`config.mk`:
```
export PLATFORM = sky130hd
export DESIGN_NAME = tcpio_top
export DESIGN_NICKNAME = d
export VERILOG_FILES = /design/src/include/tcpio_pkg.sv /design/src/hdl/tcpio_fifo.sv /design/src/hdl/tcpio_sync.sv /design/src/hdl/tcpio_top.sv
export VERILOG_INCLUDE_DIRS = /design/src /design/src/include
export SDC_FILE = /design/constraint.sdc
export NUM_CORES = 1
export LEC_CHECK = 0
export ABC_AREA = 1
export BUFFER_PORTS_ARGS = -buffer_cell sky130_fd_sc_hd__buf_2
export CORE_UTILIZATION = 49
export CTS_CLUSTER_DIAMETER = 50
export DETAILED_ROUTE_END_ITERATION = 8
export HOLD_SLACK_MARGIN = 0.15
export MAX_ROUTING_LAYER = met4
export PLACE_DENSITY = 0.81
export SETUP_SLACK_MARGIN = 0.02
export SYNTH_ARGS = -nofsm -noshare
export SYNTH_HDL_FRONTEND = slang
export SYNTH_SLANG_ARGS = --single-unit
```
`constraint.sdc`:
```
create_clock -name core_clk -period 2.1 [get_ports core_clk]
set_input_delay 0 -clock core_clk [delete_from_list [all_inputs] [get_ports core_clk]]
set_output_delay 0 -clock core_clk [all_outputs]
set_load 0.005 [all_outputs]
```
`src/include/tcpio_defs.svh`:
```
// constants of the two-channel parallel handshake port
// assumes: included by bare name wherever the numbers are needed
`ifndef TCPIO_DEFS_SVH
`define TCPIO_DEFS_SVH

// ============================================================
// widths of the two channels
`define TCPIO_CH0_WIDTH       6
`define TCPIO_CH1_WIDTH       15

// ============================================================
// instruction function codes and designators
`define TCPIO_F_XFER          6'h0A
`define TCPIO_F_JUMP          6'h0E
`define TCPIO_J_IN            2'h0
`define TCPIO_J_OUT           2'h1
`define TCPIO_J_INTR          2'h2
`define TCPIO_J_FUNC          2'h3

// ============================================================
// timing
`define TCPIO_CLK_PERIOD_NS   50
`define TCPIO_FUNC_HOLD_NS    8000
`define TCPIO_FUNC_HOLD_CYC   ((`TCPIO_FUNC_HOLD_NS + `TCPIO_CLK_PERIOD_NS - 1) / `TCPIO_CLK_PERIOD_NS)

// ============================================================
// buffering and reset values
`define TCPIO_FIFO_DEPTH      4
`define TCPIO_Q_RESET         15'h0000

`endif

```
`src/include/tcpio_pkg.sv`:
```
// types shared by the handshake port files
// assumes: tcpio_defs.svh is on the include path
`include "tcpio_defs.svh"
`default_nettype none

package tcpio_pkg;

    typedef logic [`TCPIO_CH1_WIDTH-1:0] tcpio_word_type;
    typedef logic [`TCPIO_CH0_WIDTH-1:0] tcpio_char_type;

    typedef enum logic [1:0] {
        TCPIO_ST_IDLE = 2'b01,
        TCPIO_ST_FUNC = 2'b10
    } tcpio_state_type;

endpackage : tcpio_pkg

`default_nettype wire

```
`src/hdl/tcpio_fifo.sv`:
```
// small first-in first-out buffer with valid/ready on both sides
// assumes: one clock; entries are flip-flops
`default_nettype none

module tcpio_fifo #(
    parameter int WIDTH = 15,
    parameter int DEPTH = 4
) (
    input  wire logic             core_clk,
    input  wire logic             nrst,
    input  wire logic             in_valid,
    output logic                  in_ready,
    input  wire logic [WIDTH-1:0] in_data,
    output logic                  out_valid,
    input  wire logic             out_ready,
    output logic      [WIDTH-1:0] out_data
);

    localparam int PW = (DEPTH > 1) ? $clog2(DEPTH) : 1;
    localparam int CW = $clog2(DEPTH + 1);

    logic [WIDTH-1:0] mem_ff [DEPTH];
    logic [PW-1:0]    wr_ptr_ff;
    logic [PW-1:0]    rd_ptr_ff;
    logic [CW-1:0]    count_ff;
    logic             push;
    logic             pop;

    assign in_ready  = (count_ff != CW'(DEPTH));
    assign out_valid = (count_ff != '0);
    assign push      = in_valid && in_ready;
    assign pop       = out_valid && out_ready;
    assign out_data  = mem_ff[rd_ptr_ff];

    for (genvar i = 0; i < DEPTH; i++) begin : g_entry
        always_ff @(posedge core_clk or negedge nrst) begin
            if (!nrst) begin
                mem_ff[i] <= '0;
            end else if (push && (wr_ptr_ff == PW'(i))) begin
                mem_ff[i] <= in_data;
            end
        end
    end

    always_ff @(posedge core_clk or negedge nrst) begin
        if (!nrst) begin
            wr_ptr_ff <= '0;
            rd_ptr_ff <= '0;
            count_ff  <= '0;
        end else begin
            if (push) begin
                wr_ptr_ff <= (wr_ptr_ff == PW'(DEPTH - 1)) ? '0 : PW'(wr_ptr_ff + 1'b1);
            end
            if (pop) begin
                rd_ptr_ff <= (rd_ptr_ff == PW'(DEPTH - 1)) ? '0 : PW'(rd_ptr_ff + 1'b1);
            end
            if (push && !pop) begin
                count_ff <= CW'(count_ff + 1'b1);
            end else if (pop && !push) begin
                count_ff <= CW'(count_ff - 1'b1);
            end
        end
    end

endmodule : tcpio_fifo

`default_nettype wire

```
`src/hdl/tcpio_sync.sv`:
```
// two-stage synchroniser for a group of level inputs
// assumes: inputs are levels from outside the clock domain
`default_nettype none

module tcpio_sync #(
    parameter int WIDTH = 6
) (
    input  wire logic             core_clk,
    input  wire logic             nrst,
    input  wire logic [WIDTH-1:0] async_in,
    output logic      [WIDTH-1:0] sync_out
);

    logic [WIDTH-1:0] meta_ff;
    logic [WIDTH-1:0] sync_ff;

    // first stage feeds the second stage only
    always_ff @(posedge core_clk or negedge nrst) begin
        if (!nrst) begin
            meta_ff <= '0;
            sync_ff <= '0;
        end else begin
            meta_ff <= async_in;
            sync_ff <= meta_ff;
        end
    end

    assign sync_out = sync_ff;

endmodule : tcpio_sync

`default_nettype wire

```
`src/hdl/tcpio_top.sv`:
```
// two-channel parallel handshake port
// assumes: one 20 MHz clock; equipment lines are asynchronous levels
//
// What this block does
// RULE_01: channel zero carries six bits
// RULE_02: channel one carries fifteen bits
// RULE_03: all words pass the transfer register
// RULE_04: static levels, no timeout
// RULE_05: requests in, acknowledges out
// RULE_06: interrupt with input, function with output
// RULE_07: input loads register, raises acknowledge
// RULE_08: equipment releases after acknowledge
// RULE_09: input handshake repeats per word
// RULE_10: interrupt code before interrupt line
// RULE_11: interrupt code loads, raises acknowledge
// RULE_12: interrupt drops after acknowledge
// RULE_13: no interrupt over unanswered request
// RULE_14: later acknowledge answers the interrupt
// RULE_15: output request gets output acknowledge
// RULE_16: equipment samples data on acknowledge
// RULE_17: output handshake repeats per word
// RULE_18: function line marks a command
// RULE_19: later request confirms a function
// RULE_20: code 12 designators 0, 1, 3
// RULE_21: code 16 jumps on absent level
// RULE_22: instruction low bit picks channel
// RULE_23: register drives both channels' lines
// RULE_24: channel zero strobes, channel one flop
// RULE_25: channel one line holds one memory cycle
// RULE_26: output acknowledge drops with request
// RULE_27: one equipment active at once
// RULE_28: two synchroniser stages on levels
`include "tcpio_defs.svh"
`default_nettype none

module tcpio_top #(
    parameter int FUNC_HOLD_CYCLES = `TCPIO_FUNC_HOLD_CYC,
    parameter int FIFO_DEPTH       = `TCPIO_FIFO_DEPTH
) (
    input  wire logic                   core_clk,
    input  wire logic                   nrst,
    // instruction port
    input  wire logic                   cmd_valid,
    output logic                        cmd_ready,
    input  wire logic [5:0]             cmd_func,
    input  wire logic [1:0]             cmd_desig,
    input  wire logic                   cmd_chan,
    output logic                        jump_valid,
    output logic                        jump_taken,
    // transfer register access
    input  wire logic                   q_wr_valid,
    input  wire tcpio_pkg::tcpio_word_type q_wr_data,
    output tcpio_pkg::tcpio_word_type   q_value,
    // input words toward the processor
    output logic                        rx_valid,
    input  wire logic                   rx_ready,
    output tcpio_pkg::tcpio_word_type   rx_data,
    // channel zero
    input  wire tcpio_pkg::tcpio_char_type ch0_in_data,
    input  wire logic                   ch0_in_req,
    input  wire logic                   ch0_intr,
    input  wire logic                   ch0_out_req,
    output tcpio_pkg::tcpio_char_type   ch0_out_data,
    output logic                        ch0_in_ack,
    output logic                        ch0_out_ack,
    output logic                        ch0_func_line,
    // channel one
    input  wire tcpio_pkg::tcpio_word_type ch1_in_data,
    input  wire logic                   ch1_in_req,
    input  wire logic                   ch1_intr,
    input  wire logic                   ch1_out_req,
    output tcpio_pkg::tcpio_word_type   ch1_out_data,
    output logic                        ch1_in_ack,
    output logic                        ch1_out_ack,
    output logic                        ch1_func_line
);
    import tcpio_pkg::*;

    localparam int TW = $clog2(FUNC_HOLD_CYCLES + 1);

    // ============================================================
    // synchronised equipment levels
    logic [5:0]      line_sync;
    logic            in_req_any;
    logic            out_req_any;
    logic            intr_any;

    tcpio_sync #(
        .WIDTH    (6)
    ) u_sync (                                         // see RULE_28
        .core_clk (core_clk),
        .nrst     (nrst),
        .async_in ({ch1_intr, ch0_intr, ch1_out_req,
                    ch0_out_req, ch1_in_req, ch0_in_req}),
        .sync_out (line_sync)
    );

    // both channels share one request sense, so the program keeps one active
    assign in_req_any  = line_sync[0] | line_sync[1];  // see RULE_27
    assign out_req_any = line_sync[2] | line_sync[3];
    assign intr_any    = line_sync[4] | line_sync[5];

    // ============================================================
    // instruction decode
    tcpio_state_type state_ff;
    tcpio_state_type nxt_state;
    logic            is_xfer;
    logic            is_jump;
    logic            do_in;
    logic            do_out;
    logic            do_fn;
    logic            accept;
    logic            fifo_in_ready;
    tcpio_word_type  load_word;

    assign is_xfer = (cmd_func == `TCPIO_F_XFER);
    assign is_jump = (cmd_func == `TCPIO_F_JUMP);
    assign do_in   = is_xfer && (cmd_desig == `TCPIO_J_IN);    // see RULE_20
    assign do_out  = is_xfer && (cmd_desig == `TCPIO_J_OUT);
    assign do_fn   = is_xfer && (cmd_desig == `TCPIO_J_FUNC);

    // an input stalls while the buffer toward the processor is full
    assign cmd_ready = (state_ff == TCPIO_ST_IDLE) && !(do_in && !fifo_in_ready);
    assign accept    = cmd_valid && cmd_ready;

    // channel zero words sit in the low bits, upper bits cleared
    assign load_word = cmd_chan ? ch1_in_data                   // see RULE_02
                                : {{(`TCPIO_CH1_WIDTH-`TCPIO_CH0_WIDTH){1'b0}}, ch0_in_data}; // see RULE_01

    // ============================================================
    // transfer register
    tcpio_word_type  q_ff;

    always_ff @(posedge core_clk or negedge nrst) begin
        if (!nrst) begin
            q_ff <= `TCPIO_Q_RESET;
        end else if (accept && do_in) begin
            q_ff <= load_word; // see RULE_03
        end else if (q_wr_valid) begin
            q_ff <= q_wr_data;
        end
    end

    // register reaches both channels' lines; control lines pick the listener
    assign q_value      = q_ff;
    assign ch1_out_data = q_ff; // see RULE_23
    assign ch0_out_data = q_ff[`TCPIO_CH0_WIDTH-1:0];

    tcpio_fifo #(
        .WIDTH     (`TCPIO_CH1_WIDTH),
        .DEPTH     (FIFO_DEPTH)
    ) u_rx_fifo (
        .core_clk  (core_clk),
        .nrst      (nrst),
        .in_valid  (accept && do_in),
        .in_ready  (fifo_in_ready),
        .in_data   (load_word),
        .out_valid (rx_valid),
        .out_ready (rx_ready),
        .out_data  (rx_data)
    );

    // ============================================================
    // input acknowledge: answers a data request or an interrupt alike
    logic [1:0]      in_ack_ff;

    always_ff @(posedge core_clk or negedge nrst) begin
        if (!nrst) begin
            in_ack_ff <= 2'h0;
        end else if (accept && do_in) begin
            in_ack_ff <= cmd_chan ? 2'h2 : 2'h1; // see RULE_07 RULE_11 RULE_14
        end else if (!in_req_any && !intr_any) begin
            in_ack_ff <= 2'h0; // see RULE_09 RULE_04
        end
    end

    assign ch0_in_ack = in_ack_ff[0]; // see RULE_05
    assign ch1_in_ack = in_ack_ff[1];

    // ============================================================
    // output acknowledge: held until the request returns low
    logic [1:0]      out_ack_ff;

    always_ff @(posedge core_clk or negedge nrst) begin
        if (!nrst) begin
            out_ack_ff <= 2'h0;
        end else if (accept && do_out) begin
            out_ack_ff <= cmd_chan ? 2'h2 : 2'h1; // see RULE_15 RULE_22
        end else if (!out_req_any) begin
            out_ack_ff <= 2'h0; // see RULE_26 RULE_17
        end
    end

    assign ch0_out_ack = out_ack_ff[0]; // see RULE_18
    assign ch1_out_ack = out_ack_ff[1];

    // ============================================================
    // function lines
    logic            fn0_stb_ff;
    logic            fn1_line_ff;
    logic [TW-1:0]   fn_timer_ff;

    always_ff @(posedge core_clk or negedge nrst) begin
        if (!nrst) begin
            fn0_stb_ff <= 1'b0;
        end else begin
            fn0_stb_ff <= accept && do_fn && !cmd_chan; // see RULE_24
        end
    end

    always_comb begin
        nxt_state = state_ff;
        case (state_ff)
            TCPIO_ST_IDLE: begin
                if (accept && do_fn && cmd_chan) begin
                    nxt_state = TCPIO_ST_FUNC;
                end
            end
            TCPIO_ST_FUNC: begin
                if (fn_timer_ff == '0) begin
                    nxt_state = TCPIO_ST_IDLE;
                end
            end
            default: begin
                nxt_state = TCPIO_ST_IDLE;
            end
        endcase
    end

    always_ff @(posedge core_clk or negedge nrst) begin
        if (!nrst) begin
            state_ff <= TCPIO_ST_IDLE;
        end else begin
            state_ff <= nxt_state;
        end
    end

    // the line stays up for a full memory cycle; commands wait meanwhile
    always_ff @(posedge core_clk or negedge nrst) begin
        if (!nrst) begin
            fn1_line_ff <= 1'b0;
            fn_timer_ff <= '0;
        end else if (state_ff == TCPIO_ST_IDLE && nxt_state == TCPIO_ST_FUNC) begin
            fn1_line_ff <= 1'b1; // see RULE_24
            fn_timer_ff <= TW'(FUNC_HOLD_CYCLES - 1);
        end else if (state_ff == TCPIO_ST_FUNC) begin
            if (fn_timer_ff == '0) begin
                fn1_line_ff <= 1'b0; // see RULE_25
            end else begin
                fn_timer_ff <= TW'(fn_timer_ff - 1'b1);
            end
        end
    end

    assign ch0_func_line = fn0_stb_ff; // see RULE_06
    assign ch1_func_line = fn1_line_ff;

    // ============================================================
    // jump tests; a pending acknowledge masks a still-present request
    logic            jump_valid_ff;
    logic            jump_taken_ff;
    logic            nxt_taken;

    always_comb begin
        case (cmd_desig)
            `TCPIO_J_IN:   nxt_taken = !in_req_any || (in_ack_ff != 2'h0);
            `TCPIO_J_OUT:  nxt_taken = !out_req_any || (out_ack_ff != 2'h0);
            `TCPIO_J_INTR: nxt_taken = !intr_any || (in_ack_ff != 2'h0);
            default:       nxt_taken = 1'b0;
        endcase
    end

    always_ff @(posedge core_clk or negedge nrst) begin
        if (!nrst) begin
            jump_valid_ff <= 1'b0;
            jump_taken_ff <= 1'b0;
        end else begin
            jump_valid_ff <= accept && is_jump; // see RULE_21
            jump_taken_ff <= accept && is_jump && nxt_taken;
        end
    end

    assign jump_valid = jump_valid_ff;
    assign jump_taken = jump_taken_ff;
endmodule : tcpio_top

`default_nettype wire

```
Yosys cells after proc, flatten, opt, wreduce, memory -nomap -nowiden
Index checks and enable logic that the tools add are counted.
- output and inout port bits: 61
- register bits: 112
- word-level logic and storage cells: 115
- bits of input ports: 56
- order comparisons: 1
- equal/unequal tests: 15
- reductions and logical operators: 47
- bitwise operators: 4
- mux-type cells: 25
- $add $sub $neg: 5
- operators with widths (cell ; count):
    $mux 15 ; 5
    $bmux 15 s2 ; 1
    $mux 8 ; 3
    $logic_and 1x1->1 ; 23
    $mux 2 ; 9
    $eq 2x2->1 const B ; 7
    $reduce_bool 2->1 ; 7
    $eq 6x4->1 const B ; 2
    $logic_not 1->1 ; 8
    $logic_not 8->1 ; 1
    $sub 8x1->8 const B ; 1
    $eq 2x1->1 const B ; 3
    $mux 3 ; 2
    $add 2x1->2 const B ; 2
    $logic_not 2->1 ; 2
    $ne 2x1->1 const B ; 2
    $pmux 2 s2 ; 1
    $reduce_and 2->1 ; 2
    $add 3x1->3 const B ; 1
    $ge 3x3->1 const B ; 1
    $logic_or 1x1->1 ; 3
    $mux 1 ; 3
    $ne 3x3->1 const B ; 1
    $not 2->3 ; 1
    4 further kinds ; 6

Longest topological paths before layout
- depth after elaboration: 14
- depth in mapped cells: 13
- depth with buffers taken out: 13

By module
A second synthesis with hierarchy kept.
- cell total of the unflattened synthesis: 704
- area total of the unflattened synthesis: 5841.9 um^2
- by module, submodules not included (module ; cells each ; sequential area each (um^2) ; instances ; area each (um^2)):
    tcpio_fifo ; 433 ; 1676.6 ; 1 ; 3490.8
    tcpio_top ; 259 ; 827.0 ; 1 ; 2050.7
    tcpio_sync ; 12 ; 300.3 ; 1 ; 300.3

Worst setup path after synthesis
Ideal clock, no wire load.
- path kind: flip-flop to flip-flop
- start point: register state_ff[0]
- end point: register u_rx_fifo.count_ff[2]
- library setup time: 131 ps
- path buffers: 0
- required time: 1969 ps
- path slack: -179 ps
- cell stages (with the launch flop): 12
- data arrival time: 2148 ps
- cells stage by stage: dfstp_2 ha_1 inv_1 nor2_4 nand2_1 nor3_1 ha_1 inv_1 fa_1 a21oi_1 o21ai_0 xor2_1
- longest elaborated chain between the ends: 8
- elaborated cells on any way between the ends: 10
- ends and longest elaborated chain (what ; RTL line ; RTL):
    from (decl) ; tcpio_top.sv:105 ; tcpio_state_type state_ff;
    from (signal assigned) ; tcpio_top.sv:234 ; state_ff <= nxt_state;
    $eq 2x1->1 (*) ; tcpio_top.sv:123 ; assign cmd_ready = (state_ff == TCPIO_ST_IDLE) && !(do_in && !fifo_in_ready);
    $logic_and 1x1->1 (*) ; tcpio_top.sv:123 ;
    via cmd_ready ; tcpio_top.sv:44 ; output logic cmd_ready,
    $logic_and 1x1->1 (*) ; tcpio_top.sv:124 ; assign accept = cmd_valid && cmd_ready;
    $logic_and 1x1->1 (*) ; tcpio_top.sv:155 ; .in_valid (accept && do_in),
    $logic_and 1x1->1 (*) ; tcpio_fifo.sv:31 ; assign push = in_valid && in_ready;
    via u_rx_fifo.push ; tcpio_fifo.sv:26 ; logic push;
    $logic_not 1->1 ; tcpio_fifo.sv:59 ; end else if (pop && !push) begin
    $logic_and 1x1->1 ; tcpio_fifo.sv:59 ;
    $reduce_bool 2->1 (no line) ; - ;
    to (signal assigned) ; tcpio_fifo.sv:58 ; count_ff <= CW'(count_ff + 1'b1);
    to (signal assigned) ; tcpio_fifo.sv:60 ; count_ff <= CW'(count_ff - 1'b1);
    to (decl) ; tcpio_fifo.sv:25 ; logic [CW-1:0] count_ff;
The timed path passes the listed nets; every way through them passes the cells marked *.
A chain may end at the register's enable or synchronous reset.

Final worst setup path
- start point: register state_ff[0]
- end point: register u_rx_fifo.count_ff[2]
- longest elaborated chain between the ends: 8
- elaborated cells on any way between the ends: 10
- ends and longest elaborated chain (what ; RTL line):
    $eq 2x1->1 (*) ; tcpio_top.sv:123
    $logic_and 1x1->1 (*) ; tcpio_top.sv:123
    $logic_and 1x1->1 (*) ; tcpio_top.sv:124
    $logic_and 1x1->1 (*) ; tcpio_top.sv:155
    $logic_and 1x1->1 (*) ; tcpio_fifo.sv:31
    via u_rx_fifo.push ; tcpio_fifo.sv:26
    $logic_not 1->1 ; tcpio_fifo.sv:59
    $logic_and 1x1->1 ; tcpio_fifo.sv:59
    $reduce_bool 2->1 (no line) ; -
Marked as above.

==> flow_summary.json <==
{
  "worstSetupPathDepth": 11,
  "synth-edff-count": 0,
  "antenna_found_initial": 0,
  "synth_area_um2": 5240,
  "cp.required_ns": 2.36,
  "path_common_cell": "inv_2",
  "r2r-end": "u_rx_fifo.count_ff[2]",
  "overflow": 0,
  "netlist_instances": 585,
  "core_area_um2": 10400,
  "p_leak_nw": 3.25,
  "crit_buf_inv": 2,
  "clockBufferDepth": 2,
  "synth_top_cell_by_area": "dfrtp_1",
  "nFillCells": 767,
  "ys_types": 31,
  "ys_warn_count": 0,
  "dp_slack_ns": -0.00179,
  "hold_viol": 0,
  "syn_area_per_cell_um2": 8.96,
  "yosys.area.top_type_share_pct": 53.0,
  "skew_ns": 0.0102,
  "cpPeakStageDelay_ns": 0.57,
  "die_w_um": 105,
  "ff2ff_path_depth": 11,
  "design_area_um2": 6750,
  "path_max_fanout": 3,
  "ys_seq_area_share_pct": 53.5,
  "placed_area_um2": 5850,
  "seqPwrFrac_pct": 42.5,
  "pin_count": 117,
  "drive_gt1_share_pct": 24.2,
  "tightestPinTransition_ns": 0.503,
  "cts_tree": "done",
  "place.gp.congestion": 0.857,
  "r2r_start": "state_ff[0]",
  "rrSetupSlack_ns": -0.08,
  "hold_ws_ns": 0.177,
  "htreeDepth": 3,
  "dieHeight_um": 105,
  "dieArea_um2": 11100,
  "synth-seq-cells": 112,
  "p_sw_mw": 1.85,
  "grt_max_degree": 46,
  "vias_per_cell": 5.33,
  "slew-limit-headroom_pct": 66.4,
  "synth_area_leaders": "dfrtp_1, nand2_1, o21ai_1, buf_4, nor2_1",
  "syn_nets": 652,
  "setup_viol": 2,
  "clkPwrFrac_pct": 25.4,
  "violations": "setup timing",
  "worstHoldPathType": "primary input to async pin",
  "portBuffers": 116,
  "synth_ff_type": "dfrtp_1",
  "maxSlewViolCount": 0,
  "arrival_ns": 2.43,
  "start_util_pct": 50.6,
  "hpwlAfterDp_um": 8370,
  "drc_errors": 0,
  "vias": 4715,
  "wl_per_cell_um": 15.6,
  "grt_pass1_wl_um": 22400,
  "rsz0062_at_grt": "yes",
  "setup_ws_ns": -0.0758,
  "cp-start-kind": "flop",
  "p_per_area_nw_per_um2": 824,
  "synth_most_common_cell": "nand2_1",
  "finalCriticalPeriod_ns": 2.18,
  "drt_iter0_markers": 262,
  "cts_buffers": 9,
  "cp_cell_sequence": "ha_4 > inv_2 > nor2_4 > nand2_2 > nor3_2 > ha_2 > inv_2 > fa_2 > a21oi_2 > o21ai_1 > xor2_1",
  "fmax_ghz": 0.460,
  "internal-power_mw": 3.71,
  "insertion_delay_ns": 0.37,
  "critPathKind": "flop to flop",
  "drv_cap": 0,
  "antenna_cells": 0,
  "clk_pin_slew_ns": 0.11,
  "cts.sinks": 112,
  "synth_commonest_cells": "nand2_1, dfrtp_1, o21ai_1",
  "crit_path_end_kind": "flop",
  "syn_to_final_growth_pct": 28.8,
  "cts-root-buf": "clkbuf_8",
  "async_reset_ff_share_pct": 100,
  "fin_setup_tns_ns": -0.123,
  "status": "finished with violations",
  "vdd_drop_max_v": 0.000580,
  "grt_use_total_pct": 26.8,
  "post-route-period-util_pct": 104,
  "num_rows": 37,
  "grt_pass1_vias": 4816,
  "nets": 811,
  "fin_util_pct": 65.1,
  "antenna_left": 0,
  "critPathSlowestCell": "dfstp_2",
  "crit_family": "adder cells",
  "routed_wl_um": 13800,
  "power.share.combinational_pct": 32.1,
  "switching_share_pct": 33.3,
  "dr.pass1.iters": 4
}
## worst max path at each step
stage,from,endpoint
final,state_ff[0],u_rx_fifo.count_ff[2]
after detailed placement,state_ff[0],u_rx_fifo.count_ff[2]
after global routing,state_ff[0],u_rx_fifo.count_ff[2]
after floorplan,state_ff[0],u_rx_fifo.count_ff[2]
after CTS,state_ff[0],u_rx_fifo.count_ff[2]
after global placement,state_ff[0],u_rx_fifo.count_ff[2]
## cells by family (layout without fill, tap and decap cells)
kind of cell,count (synthesis),in the layout,share of synthesized area (%)
AOI/OAI and AO/OA,135,135,14.0
xor gates and xnor gates,9,9,1.50
adders and majority gates,11,11,2.77
buffers and inverters,85,248,9.24
DFF,112,112,53.5
muxes,1,1,0.215
and+or+nand+nor,232,232,18.8
## registers in the layout, summed over array words and instances (netlist names)
register             cells
u_rx_fifo.wr_ptr_ff      2
jump_taken               1
u_rx_fifo.mem_ff        60
u_rx_fifo.count_ff       3
u_sync.meta_ff           6
ch0_func_line            1
state_ff                 2
ch1_out_data            15
out_ack_ff               2
ch1_func_line            1
fn_timer_ff              8
u_rx_fifo.rd_ptr_ff      2
in_ack_ff                2
jump_valid               1
u_sync.sync_out          6
## power by group through the flow
stage	logic, mW	registers, mW	clock network [mW]
after floorplan	0.949	2.42	0
after global placement	1.55	2.39	0
after detailed placement	1.60	2.40	0
after global routing	1.98	2.38	1.51
after CTS	1.72	2.37	1.42
final	1.79	2.37	1.41
## layer usage
metal | routed length (µm) | track usage (%)
met3 | 787 | 5.69
met1 | 5190 | 28.4
met4 | 466 | 12.0
met2 | 7360 | 48.0
met5 | 0 | -
## repair_timing
action                                  4_1_cts  5_1_grt
resized for setup                             1        6
hold buffers                                 63        1
endpoints found under the setup margin        2        6
pin swaps                                     2        6
setup buffers                                 1        2
hold endpoints to repair                    205        2
## layout make-up
class	count	area [µm²]	area share, %
Sequential cell	112	2800	41.5
Tap cell	136	170	2.52
Multi-Input combinational cell	388	2000	29.6
Clock buffer	9	124	1.84
Inverter	36	138	2.04
Timing Repair Buffer	197	1420	21.1
Clock inverter	6	92.6	1.37
## layout by cell type, fill, tap and decap left out, drive strengths merged, types with 10 or more instances in the layout
master / n
nand3: 23
ha: 10
nand2: 144
dfrtp: 111
inv: 38
nor2: 56
o22ai: 15
o211ai: 15
buf: 135
dlygate4sd3: 62
o21ai: 99
## through the flow
stage	std cells	power, mW
6_report	884	5.57
5_1_grt	884	5.87
4_1_cts	882	5.51
3_5_place_dp	803	4.01
3_3_place_gp	803	3.94
2_1_floorplan	585	3.37
## worst min-delay path, cell delays in order
cell and delay (ns):
dlygate4sd3_1 0.53, buf_4 0.18, buf_12 0.21
Note: power is estimated with default switching activity, not from simulation.
